$ cat src/inc/amg_pkg.sv
package amg_pkg;
	// Register indices as printed; byte address is four times the index
	localparam logic [7:0] AMG_IDX_AUX1 = 8'h04;
	localparam logic [7:0] AMG_IDX_AUX2 = 8'h05;
	localparam logic [7:0] AMG_IDX_CTRL = 8'h06;
	localparam logic [11:0] AMG_ADDR_AUX1 = {2'b00, AMG_IDX_AUX1, 2'b00};
	localparam logic [11:0] AMG_ADDR_AUX2 = {2'b00, AMG_IDX_AUX2, 2'b00};
	localparam logic [11:0] AMG_ADDR_CTRL = {2'b00, AMG_IDX_CTRL, 2'b00};
	// Field positions of a mix register
	localparam int AMG_LMUTE_BIT = 15;
	localparam int AMG_RMUTE_BIT = 7;
	localparam int AMG_LGAIN_LSB = 8;
	localparam int AMG_RGAIN_LSB = 0;
	localparam int AMG_GAIN_W = 5;
	// Writable bits: mutes and gains; reserved bits 14,13,6,5 stay zero
	localparam logic [15:0] AMG_WMASK = 16'h9f9f;
	localparam logic [15:0] AMG_MIX_RST = 16'h8888;
	// Control register fields (gating bits)
	localparam int AMG_CONV_OFF_BIT = 0;
	localparam int AMG_MIX_EN_BIT = 1;
	localparam int AMG_ANA_EN_BIT = 2;
	localparam logic [2:0] AMG_CTRL_RST = 3'h0;
	localparam int AMG_SYNC_STAGES = 3;
endpackage

$ cat src/hdl/amg_pin_sync.sv
`timescale 1ns/100ps
// Three-stage pin synchroniser; change accepted once stages two and three agree
module amg_pin_sync
(
	input wire logic pclk,
	input wire logic presetn,
	input wire logic pin_n,
	output logic level_n
);
	import amg_pkg::*;

	typedef struct packed {
		logic [AMG_SYNC_STAGES-1:0] sh;
		logic lvl;
	} amg_sync_t;

	amg_sync_t st_r;
	amg_sync_t st_nxt;

	// ----------------------------------------
	// Shift and agree
	// ----------------------------------------
	always_comb
	begin
		st_nxt = st_r;
		st_nxt.sh = {st_r.sh[AMG_SYNC_STAGES-2:0], pin_n};
		if (st_r.sh[1] == st_r.sh[2])
			st_nxt.lvl = st_r.sh[2];
	end

	// Reset holds the pin as asserted (low) so the block starts forced
	always_ff @(posedge pclk or negedge presetn)
	begin
		if (!presetn)
			st_r <= '0;
		else
			st_r <= st_nxt;
	end

	assign level_n = st_r.lvl;
endmodule

$ cat src/hdl/amg_regs.sv
`timescale 1ns/100ps
// Behaviour
// - Aux1 bit 15 mutes the left aux1 mix path when one.
// - Aux1 bit 7 mutes the right aux1 mix path when one.
// - Aux1 bits 12:8 left gain, 1.5 dB steps, 01000 is unity.
// - Aux1 bits 4:0 right gain, same coding, 00000 is +12 dB.
// - Aux2 register uses the identical layout and coding.
// - Both registers hold 8888 hex after reset.
// - Reset or power-down pin low forces default and blocks writes to both mix registers.
// - Conversions off, mix disable or analog disable also force default.
module amg_regs
(
	input wire logic pclk,
	input wire logic presetn,
	input wire logic reset_pin_n,
	input wire logic power_down_pin_n,
	input wire logic psel,
	input wire logic penable,
	input wire logic pwrite,
	input wire logic [11:0] paddr,
	input wire logic [31:0] pwdata,
	input wire logic [3:0] pstrb,
	output logic [31:0] prdata,
	output logic pready,
	output logic pslverr,
	output logic aux1_left_mute,
	output logic aux1_right_mute,
	output logic [amg_pkg::AMG_GAIN_W-1:0] aux1_left_gain_code,
	output logic [amg_pkg::AMG_GAIN_W-1:0] aux1_right_gain_code,
	output logic aux2_left_mute,
	output logic aux2_right_mute,
	output logic [amg_pkg::AMG_GAIN_W-1:0] aux2_left_gain_code,
	output logic [amg_pkg::AMG_GAIN_W-1:0] aux2_right_gain_code,
	output logic mix_forced
);
	import amg_pkg::*;

	typedef struct packed {
		logic [15:0] aux1;
		logic [15:0] aux2;
		logic [2:0] ctrl;
		logic forced;
		logic [31:0] rdata;
		logic ready;
		logic err;
	} amg_state_t;

	amg_state_t st_r;
	amg_state_t st_nxt;
	logic rst_pin_s;
	logic pwd_pin_s;
	logic force_now;
	logic wr_acc;
	logic rd_acc;

	// ----------------------------------------
	// Pin synchronisers
	// ----------------------------------------
	amg_pin_sync u_sync_rst
	(
		.pclk(pclk),
		.presetn(presetn),
		.pin_n(reset_pin_n),
		.level_n(rst_pin_s)
	);

	amg_pin_sync u_sync_pwd
	(
		.pclk(pclk),
		.presetn(presetn),
		.pin_n(power_down_pin_n),
		.level_n(pwd_pin_s)
	);

	// Merge a 32-bit write word into a 16-bit register by byte strobes
	function automatic logic [15:0] merge16(input logic [15:0] old,
		input logic [31:0] wd, input logic [3:0] sb);
		logic [15:0] v;
		v = old;
		if (sb[0])
			v[7:0] = wd[7:0];
		if (sb[1])
			v[15:8] = wd[15:8];
		return v & AMG_WMASK;
	endfunction

	// ----------------------------------------
	// Force condition and bus decode
	// ----------------------------------------
	// Uses the registered control so a write to it takes effect next cycle
	always_comb
	begin
		force_now = !rst_pin_s || !pwd_pin_s
			|| st_r.ctrl[AMG_CONV_OFF_BIT]
			|| !st_r.ctrl[AMG_MIX_EN_BIT]
			|| !st_r.ctrl[AMG_ANA_EN_BIT];
		wr_acc = psel && penable && pwrite && !st_r.ready;
		rd_acc = psel && penable && !pwrite && !st_r.ready;
	end

	// ----------------------------------------
	// Next state: one wait state, then pready for a single cycle
	// ----------------------------------------
	always_comb
	begin
		st_nxt = st_r;
		st_nxt.ready = psel && penable && !st_r.ready;
		st_nxt.err = 1'b0;
		st_nxt.rdata = 32'h0000_0000;
		if (wr_acc)
		begin
			unique case (paddr)
				AMG_ADDR_AUX1:
					st_nxt.aux1 = merge16(st_r.aux1, pwdata, pstrb);
				AMG_ADDR_AUX2:
					st_nxt.aux2 = merge16(st_r.aux2, pwdata, pstrb);
				AMG_ADDR_CTRL:
					if (pstrb[0])
						st_nxt.ctrl = pwdata[2:0];
				default:
					st_nxt.err = 1'b1;
			endcase
		end
		if (rd_acc)
		begin
			// Reads only sample; nothing changes underneath
			unique case (paddr)
				AMG_ADDR_AUX1:
					st_nxt.rdata = {16'h0000, st_r.aux1};
				AMG_ADDR_AUX2:
					st_nxt.rdata = {16'h0000, st_r.aux2};
				AMG_ADDR_CTRL:
					st_nxt.rdata = {28'h000_0000, st_r.forced, st_r.ctrl};
				default:
					st_nxt.err = 1'b1;
			endcase
		end
		// Forcing wins over any aux1 or aux2 write in the same cycle
		if (force_now)
		begin
			st_nxt.aux1 = AMG_MIX_RST;
			st_nxt.aux2 = AMG_MIX_RST;
		end
		st_nxt.forced = force_now;
	end

	// ----------------------------------------
	// State register
	// ----------------------------------------
	always_ff @(posedge pclk or negedge presetn)
	begin
		if (!presetn)
		begin
			st_r <= '0;
			st_r.aux1 <= AMG_MIX_RST;
			st_r.aux2 <= AMG_MIX_RST;
			st_r.ctrl <= AMG_CTRL_RST;
			st_r.forced <= 1'b1;
		end
		else
			st_r <= st_nxt;
	end

	// ----------------------------------------
	// Outputs, all straight from the state register
	// ----------------------------------------
	assign prdata = st_r.rdata;
	assign pready = st_r.ready;
	assign pslverr = st_r.err;
	assign mix_forced = st_r.forced;
	assign aux1_left_mute = st_r.aux1[AMG_LMUTE_BIT];
	assign aux1_right_mute = st_r.aux1[AMG_RMUTE_BIT];
	assign aux1_left_gain_code =
		st_r.aux1[AMG_LGAIN_LSB +: AMG_GAIN_W];
	assign aux1_right_gain_code =
		st_r.aux1[AMG_RGAIN_LSB +: AMG_GAIN_W];
	assign aux2_left_mute = st_r.aux2[AMG_LMUTE_BIT];
	assign aux2_right_mute = st_r.aux2[AMG_RMUTE_BIT];
	assign aux2_left_gain_code = st_r.aux2[AMG_LGAIN_LSB +: AMG_GAIN_W];
	assign aux2_right_gain_code = st_r.aux2[AMG_RGAIN_LSB +: AMG_GAIN_W];

	// ----------------------------------------
	// Checks
	// ----------------------------------------
	a_forced_default: assert property (@(posedge pclk)
		disable iff (!presetn)
		st_r.forced |-> st_r.aux1 == AMG_MIX_RST && st_r.aux2 == AMG_MIX_RST)
		else $error("forced registers not at default");
	a_ctrl_force: assert property (@(posedge pclk)
		disable iff (!presetn)
		st_r.ctrl[AMG_CONV_OFF_BIT] |=> mix_forced)
		else $error("conversions off did not force");
	a_mix_en_force: assert property (@(posedge pclk)
		disable iff (!presetn)
		!st_r.ctrl[AMG_MIX_EN_BIT] |=> mix_forced)
		else $error("mix disable did not force");
	a_ana_en_force: assert property (@(posedge pclk)
		disable iff (!presetn)
		!st_r.ctrl[AMG_ANA_EN_BIT] |=> aux1_left_mute && aux2_right_mute)
		else $error("analog disable did not mute");
	// Synchronised pin levels are the trigger, not the raw pins
	a_pin_force: assert property (@(posedge pclk)
		disable iff (!presetn)
		!rst_pin_s || !pwd_pin_s |=> mix_forced)
		else $error("pin low did not force");
	a_write_lands: assert property (@(posedge pclk)
		disable iff (!presetn)
		wr_acc && paddr == AMG_ADDR_AUX1 && pstrb == 4'hf && !force_now
		|=> st_r.aux1 == (pwdata[15:0] & AMG_WMASK) && pready)
		else $error("aux1 write lost");
	a_reserved_zero: assert property (@(posedge pclk)
		disable iff (!presetn)
		(st_r.aux1 & ~AMG_WMASK) == 16'h0000
		&& (st_r.aux2 & ~AMG_WMASK) == 16'h0000)
		else $error("reserved bits set");
	a_read_stable: assert property (@(posedge pclk)
		disable iff (!presetn)
		rd_acc && !force_now |=> $stable(st_r.aux2) && $stable(st_r.aux1))
		else $error("read changed register");
	a_read_data: assert property (@(posedge pclk)
		disable iff (!presetn)
		rd_acc && paddr == AMG_ADDR_AUX2 |=> prdata[15:0] == $past(st_r.aux2))
		else $error("aux2 read data wrong");
	// Default gain code on the pins is the unity step
	a_gain_field: assert property (@(posedge pclk)
		disable iff (!presetn)
		mix_forced |-> aux1_left_gain_code == 5'h08
		&& aux2_right_gain_code == 5'h08)
		else $error("gain field misplaced");
	a_ready_pulse: assert property (@(posedge pclk) disable iff (!presetn)
		pready |=> !pready)
		else $error("pready longer than one cycle");
	c_write_aux1: cover property (@(posedge pclk) disable iff (!presetn)
		wr_acc && paddr == AMG_ADDR_AUX1 && !force_now);
	c_read_aux2: cover property (@(posedge pclk) disable iff (!presetn)
		rd_acc && paddr == AMG_ADDR_AUX2);
	c_force_rise: cover property (@(posedge pclk) disable iff (!presetn)
		!mix_forced ##1 mix_forced);
endmodule

$ cat config.mk
export PLATFORM = sky130hd
export DESIGN_NAME = amg_regs
export DESIGN_NICKNAME = d
export VERILOG_FILES = /design/src/inc/amg_pkg.sv /design/src/hdl/amg_pin_sync.sv /design/src/hdl/amg_regs.sv
export SDC_FILE = /design/constraint.sdc
export NUM_CORES = 1
export LEC_CHECK = 0
export BUFFER_PORTS_ARGS = -buffer_cell sky130_fd_sc_hd__buf_2
export CORE_MARGIN = 10
export CORE_UTILIZATION = 51
export CTS_CLUSTER_DIAMETER = 100
export DETAILED_ROUTE_END_ITERATION = 7
export PLACE_DENSITY_LB_ADDON = 0.12
export SLEW_MARGIN = 20
export SYNTH_ARGS = -nofsm -noshare
export SYNTH_HDL_FRONTEND = slang
export SYNTH_SLANG_ARGS = --single-unit
$ cat constraint.sdc
create_clock -name pclk -period 5.3 [get_ports pclk]
set_clock_uncertainty 0.15 [all_clocks]
set_input_delay 0.53 -clock pclk [delete_from_list [all_inputs] [get_ports pclk]]
set_output_delay 0.53 -clock pclk [all_outputs]
set_load 0.005 [all_outputs]
==> metrics.md, run 1 <==
| Metric | Value |
|---|---|
| Req. time, crit path | 5.34 ns |
| Top Ports | 114 |
| Mapped Area | 0.00261 sq mm |
| Root Driver | clkbuf_8 |
| # port buffers | 75 |
| Area of the multi-input gates | around 910 sq um |
| Area of the core | just under 0.005 sq mm |
| Largest net degree at the start of global routing | 52 |
| Crit end category | register |
| Chip width | about 92 um |
| Antenna-violating nets left | 0 |
| Worst path max stage delay | 0.48 ns |
| Worst-path clk slew | 0.08 ns |
| Most area-hungry cell type in the Yosys netlist | dfrtp_1 |
| Cts repair resizes | 0 |
| Clock Latency Late Sink | 0.30 ns |
| CTS Buf Count | 5 |
| FF+latch area | 0.00129 sq mm |
| DRC Markers | 0 |
| Max FO, Critical Path | 12 |
| Die area | 0.00837 sq mm |
| Min Tclk post-route | 2.13 ns |
| Sequential Power Share | 0.528 |
| Pwr dens | 267 mW/mm^2 |
| Max Freq | about 0.47 GHz |
| Uppermost layer routed | met4 |
| Global-route wire length before repair | roughly 9.6 mm |
| CTS tree | done |
| Slew Viols, Final | 0 |
| DP HPWL | between 4 and 5 mm |
| Warnings, synthesis | 0 |
| DR WL/cell | 16.7 um |
| First-pass DRT Iterations | 4 |
| Initial antenna violation count | 0 |
| Max Cap Violations | 0 |
| WL met2 | 2.53 mm |
| Relative slew slack | 0.581 |
| Worst min path class | input pin to asynchronous set/reset pin |
| P_leak | 1.31 nW |
| Hold bufs inserted after CTS | 0 |
| Seq/Total Area, Yosys | 0.494 |
| Switching power | 0.000152 W |
| Final setup fails | 0 |
| Final core utilization | 0.579 |
| RSZ-0062 raised after global routing | false |
| Overflow after GRT | 0 |
| CTS Sinks | 51 |
| Max rail drop VDD | 0.183 mV |
| CP Launch Type | register |
| Status | complete, no violations |
| Pint | between 0.0005 and 0.0006 W |
| TNS Setup | 0 ns |
| Fillers | 441 |
| Synth unique cells | 34 |
| Tot GR Track Use | 0.139 |
| Reg2Reg Depth | 4 |
| CP max-delay cell | and3_1 |
| Clk network pwr share | 0.416 |
| Hold Fails Final Rpt | 0 |
| DR vias/cell | 5.19 |
| Placer Congestion | 0.776 |
| Vias in the first global route | 1867 |
| Final WL | 5.84 mm |
| Worst Tran Pin Value | 0.628 ns |
| Post-DP Area | 0.00268 sq mm |
| Via Count | 1817 |
| H-tree depth | 2 |
| Critical-path cell list | and3b_1 -> and3_1 -> and4_2 -> mux2_1 |
| Wl on met1 | ~2.6 mm |
| Die Height | 91.5 um |
| NumNets Final | 337 |
| Area delta synth->final | 7.68% |
| Row cnt | 25 |
| Synth Instances | approximately 250 |
| Ant diodes | 0 |
| DR iter-0 viols | 133 |
| Syn_area_per_cell | 10.6 sq um |
| Arr. time, crit path | 2.17 ns |
| Sw Share | 0.203 |
| Cell area after layout | 0.00281 sq mm |
| FF+latch count, synth | 51 |
| Yosys top cell area share | 0.403 |
| Fin crit share | 0.402 |
| Post-CTS setup buffers | 0 |
| Clock buffer depth | 2 |
| Tot Pwr | 0.000751 W |
| Combinational share of power | 0.056 |
| Met3 wire len | 627 um |
| Synth top area cells | dfrtp_1 (40%), buf_4 (16%), dfstp_2 (9.1%) |
| Crit Path Class | register to register |
| Initial Util | 0.538 |
| Layout cells sized above 1 | 0.385 |
==> per-layer routing <==
metal / track usage / up-vias
li1: - / 868
met1: 0.187 / 850
met2: 0.195 / 92
met3: 0.0568 / 7
met4: 0.0496 / 0
met5: 0 / -
==> path summary, 6_finish.rpt <==
path / start / endpoint / slack, ns
max: pready / st_r[36] / 3.17
min: presetn / pready / 0.16
max reg2reg: pready / st_r[36] / 3.17
min reg2reg: u_sync_rst.st_nxt[2] / u_sync_rst.st_nxt[3] / 0.21
max in group asynchronous: presetn / prdata[0] / 4.41
min in group pclk: reset_pin_n / u_sync_rst.st_nxt[2] / 0.18
==> critical path: cells and delay by family, from the launching register on <==
kind | cells | cell delay [ns]
muxes | 1 | 0.33
DFF | 1 | 0.38
and+or+nand+nor | 3 | 1.16
==> state kept, by name, indices dropped and copies added, names as in the netlist, 2 cells and up <==
name / count
aux2_right_gain_code: 5
prdata: 13
st_r: 3
aux2_left_gain_code: 5
u_sync_rst.st_nxt: 2
aux1_right_gain_code: 5
aux1_left_gain_code: 5
u_sync_pwd.st_nxt: 2
==> cell usage after synthesis <==
master,count
a21oi_1,18
buf_2,4
conb_1,1
nor4b_2,1
clkbuf_1,4
or3b_4,1
and2_2,1
and4_2,1
mux2_1,3
and3_1,2
dfstp_2,9
or4_4,1
or4b_4,1
mux2i_1,4
nor4_2,1
a211oi_1,4
o21ai_0,16
a22oi_1,12
nor2_1,23
buf_6,1
nor2b_1,1
a31oi_1,2
nand2_1,3
buf_4,56
nor4b_4,2
and3_2,2
nor4_4,1
dfrtp_1,42
mux2_2,4
nand3_1,20
nor3_1,1
maj3_1,2
nand4_1,2
and3b_1,1
==> cell type report <==
| class | instances | share of cell area |
|---|---|---|
| clock buffer | 6 | 0.0258 |
| clock inverter | 2 | 0.0214 |
| multi-input combinational | 147 | 0.325 |
| sequential | 51 | 0.459 |
| tap | 67 | 0.0299 |
| timing repair buffer | 77 | 0.139 |
==> cell usage in the layout, fill, tap and decap left out, types with 2 or more instances in the layout <==
master,instances
a211oi_1,4
mux2_2,4
and3_2,2
buf_4,2
nor4b_4,2
mux2_1,3
maj3_1,2
a31oi_1,2
o21ai_0,16
nand2_1,3
a21oi_1,18
dfrtp_1,42
nor2_1,23
nand3_1,20
nand4_1,2
buf_2,75
a22oi_1,12
dfstp_2,9
conb_1,17
mux2i_1,4
bufinv_16,2
and3_1,2
clkbuf_8,5
==> power groups by stage <==
stage,sequential (W),clock [W],combinational [W]
floorplan,0.000404,0,0.0000238
global placement,0.000404,0,0.0000414
detailed placement,0.000404,0,0.0000418
CTS,0.000397,0.000320,0.0000420
global route,0.000397,0.000335,0.0000477
finish,0.000396,0.000313,0.0000418
==> kinds of logic (layout without fill, tap and decap cells) <==
| logic type | count (synthesis) | in the layout | share of synthesized area |
|---|---|---|---|
| buf+inv | 65 | 85 | 0.179 |
| mux | 11 | 11 | 0.0456 |
| flops | 51 | 51 | 0.494 |
| fa+ha+maj | 2 | 2 | 0.00768 |
| simple gates | 65 | 65 | 0.156 |
| other cells | 1 | 17 | 0.00144 |
| compound gates | 52 | 52 | 0.116 |
==> through the flow <==
step	instances	setup WS (ns)	hold WS (ns)
global placement	342	3.00	0.183
finish	350	3.17	0.164
detailed placement	342	2.97	0.193
CTS	350	3.16	0.170
floorplan	263	3.30	0.0844
global route	350	3.06	0.163
(Power assumes the default switching activity.)
==> run 2, diff against run 1 <==
Settings changed: ABC_AREA set to 1, CORE_UTILIZATION 51 to 49.
Clock period 5.3 ns to 2.2 ns, I/O delays scaled along.
==> run 2 against run 1 <==
Register-to-register slack lost 2.7 ns. Global-route usage shrank 0.29 points. Total power grew 110%. Setup slack lost 2.7 ns. Non-clock buffer count grew 6. Sequential power grew 140%. Hold slack lost 0.16 ns. Core utilization shrank 2.6 points. Critical path type unchanged. Largest cell class unchanged. Highest routed layer unchanged.
==> metrics.md, run 2 <==
| Metric | Value |
|---|---|
| Root Driver | clkbuf_8 |
| Final WL | 6.39 mm (+9.5%) |
| Initial antenna violation count | 0 (unchanged) |
| Worst min path class | input pin to register |
| Synth cell count leaders | nand2_1 (123), buf_4 (53), dfrtp_1 (42), nand3_1 (42), inv_1 (21) |
| Status | complete, no violations |
| Pint | 0.00121 W (+100%) |
| CTS tree | done |
| P_leak | 1.77 nW (+36%) |
| TNS Setup | 0 ns (unchanged) |
| H-tree depth | 2 (unchanged) |
| Uppermost layer routed | met4 |
| Post-DP Area | 0.00294 sq mm (+10%) |
| Met3 wire len | 587 um (-6.4%) |
| Via Count | 2116 (+16%) |
| Overflow after GRT | 0 (unchanged) |
| NumNets Final | 452 (+34%) |
| First-pass DRT Iterations | 4 (unchanged) |
| Row cnt | 27 (+8.0%) |
| Relative slew slack | 0.580 (-0.00177) |
| Crit end category | register |
| Syn_area_per_cell | 8.10 sq um (-23%) |
| Max rail drop VDD | 0.424 mV (+130%) |
| Cell area after layout | 0.00307 sq mm (+9.2%) |
| Synth Instances | 349 (+41%) |
| Clock buffer depth | 2 (unchanged) |
| CP Launch Type | register |
| Ant diodes | 0 (unchanged) |
| Placer Congestion | 0.801 (+3.2%) |
| EDFF count, synth | 0 (unchanged) |
| Hold Fails Final Rpt | 0 (unchanged) |
| Arr. time, crit path | 1.83 ns (-0.34 ns) |
| Die area | 0.00921 sq mm (+10%) |
| FF+latch count, synth | 51 (unchanged) |
| WL met2 | 2.87 mm (+14%) |
| Tot GR Track Use | 0.136 (-0.00295) |
| Dpl ws | 0.522 ns (-2.45 ns) |
| FFs w/ async S/R, synth | 1.00 (unchanged) |
| Hold_sp | pwdata[1] |
| Area of the core | 0.00554 sq mm (+14%) |
| Max Cap Violations | 0 (unchanged) |
| Pwr dens | 521 mW/mm^2 (+95%) |
| # port buffers | 75 (unchanged) |
| Clock Latency Late Sink | 0.31 ns (about the same) |
| CTS Buf Count | 5 (unchanged) |
| Most common cell in the netlist | nand2_1 |
| Final setup fails | 0 (unchanged) |
| Mapped Area | 0.00283 sq mm (+8.4%) |
| DRC Markers | 0 (unchanged) |
| Synth top area cells | dfrtp_1 (37%), nand2_1 (16%), buf_4 (14%) |
| Initial Util | 0.510 (-0.0274) |
| Top Ports | 114 (unchanged) |
| Seq/Total Area, Yosys | 0.455 (-0.0385) |
| Tot Pwr | 0.00160 W (+110%) |
| Post-synth top flop | dfrtp_1 |
| Vias in the first global route | 2032 (+8.8%) |
| Die Height | 96.0 um (+4.9%) |
| R2R setup slack | 0.47 ns (-2.70 ns) |
| Sequential Power Share | 0.598 (+0.070) |
| RSZ-0062 raised after global routing | false |
| Warnings, synthesis | 0 (unchanged) |
| Sw Share | 0.240 (+0.0378) |
| FF+latch area | 0.00129 sq mm (unchanged) |
| Final core utilization | 0.554 (-0.0256) |
| Max Freq | 0.580 GHz (+23%) |
| Area delta synth->final | 8.45% |
| Chip width | 96.0 um (+4.9%) |
| Area of the multi-input gates | 0.00104 sq mm (+13%) |
| Clk network pwr share | 0.333 (-0.083) |
| Worst Tran Pin Value | 0.631 ns (+0.00266 ns) |
| Max FO, Critical Path | 8 (-4) |
| Crit Path Class | register to register |
| Most frequent cells in the layout | nand2_1 (123), buf_2 (75), nand3_1 (42), dfrtp_1 (42), inv_1 (21) |
| Fillers | 587 (+33%) |
| Yosys top cell area share | 0.372 (-0.0314) |
| Synth unique cells | 22 (-35%) |
| Most area-hungry cell type in the Yosys netlist | dfrtp_1 |
| Slew Viols, Final | 0 (unchanged) |
| Layout cells sized above 1 | 0.319 (-0.0661) |
| Commonest non-fill, non-tap cell in the layout | nand2_1 |
| FF-to-FF Start | pready |
| Global-route wire length before repair | 9.96 mm (+4.0%) |
| Flip-flop count of the largest register after layout | 13 (unchanged) |
| Switching power | 0.000384 W (+150%) |
| Worst-path clk slew | 0.09 ns (about the same) |
| DR iter-0 viols | 107 (-20%) |
| Crit path launch | pready |
| DR vias/cell | 4.50 (-13%) |
| Wl on met1 | 2.88 mm (+10%) |
| DP HPWL | 4.92 mm (+15%) |
| CTS Sinks | 51 (unchanged) |
| Min Tclk post-route | 1.73 ns (-0.405 ns) |
| Fin crit share | 0.784 (+0.382) |
| Largest net degree at the start of global routing | 52 (unchanged) |
| Setup ws final | 0.474 ns (-2.70 ns) |
| DR WL/cell | 13.6 um (-18%) |
| Antenna-violating nets left | 0 (unchanged) |
| Combinational share of power | 0.069 (+0.013) |
| Req. time, crit path | 2.30 ns (-3.04 ns) |
==> run 2: changes by cell type after synthesis, sizes merged, moves of 7 or more <==
cell   previous run  this run
mux2              7         0
nand2             3       128
nand3            20        46
inv               0        32
o21ai            16         4
a21oi            18         0
a22oi            12         0
==> run 2: power by group through the flow <==
stage | logic [W] | registers, W | clock network, W
2_1_floorplan | 0.0000659 | 0.000973 | 0
4_1_cts | 0.000111 | 0.000957 | 0.000553
3_3_place_gp | 0.000103 | 0.000974 | 0
3_5_place_dp | 0.000105 | 0.000974 | 0
5_1_grt | 0.000125 | 0.000958 | 0.000584
6_report | 0.000110 | 0.000956 | 0.000533
==> run 2: cells by family after synthesis <==
| logic type | count (synthesis) | synth area share |
|---|---|---|
| and+or+nand+nor | 201 | 0.328 |
| buffers and inverters | 90 | 0.200 |
| adders and majority gates | 2 | 0.00708 |
| AOI/OAI and AO/OA | 4 | 0.00841 |
| other | 1 | 0.00133 |
| DFF | 51 | 0.455 |
==> run 2: worst paths after layout <==
path / to / depth (start not counted)
setup / recovery: aux1_left_gain_code[3] / 5
hold / removal: st_r[36] / 3
setup reg to reg: aux1_left_gain_code[3] / 5
hold reg to reg: u_sync_rst.st_nxt[3] / 0
max in group asynchronous: aux2_right_gain_code[0] / 3
min in group asynchronous: u_sync_rst.st_nxt[2] / 3
==> run 2: per-layer routing <==
metal | vias up | GRT usage
met5 | - | 0
met4 | 0 | 0.0369
met3 | 6 | 0.0436
met2 | 66 | 0.212
met1 | 946 | 0.178
li1 | 1098 | -
==> run 2: cell type report <==
class                   count  share of cell area
inverters                  32              0.0400
well taps                  72              0.0294
flip-flops and latches     51               0.420
repair buffers             83               0.145
multi-input cells         224               0.338
clock buffers               6              0.0237
clock inverters             2             0.00408
==> run 2: what timing repair did <==
action	4_1_cts	5_1_grt
hold endpoints to repair	45	0
setup buffers	0	0
hold buffers	4	0
setup endpoints to repair	0	0
gates resized for setup	0	0
==> run 2: worst max-delay path, stage by stage (launching register included) <==
cell     delay [ns]
dfrtp_1        0.42
nor3_2         0.44
nand3_1        0.16
nand2_1        0.26
nand3_1        0.14
nand2_1        0.09
==> run 2: metrics by stage <==
step           hold WS [ns]  instances
2_1_floorplan        -0.226        365
3_3_place_gp          0.179        458
4_1_cts            0.000450        470
6_report            0.00138        470
3_5_place_dp          0.179        458
5_1_grt              0.0150        470
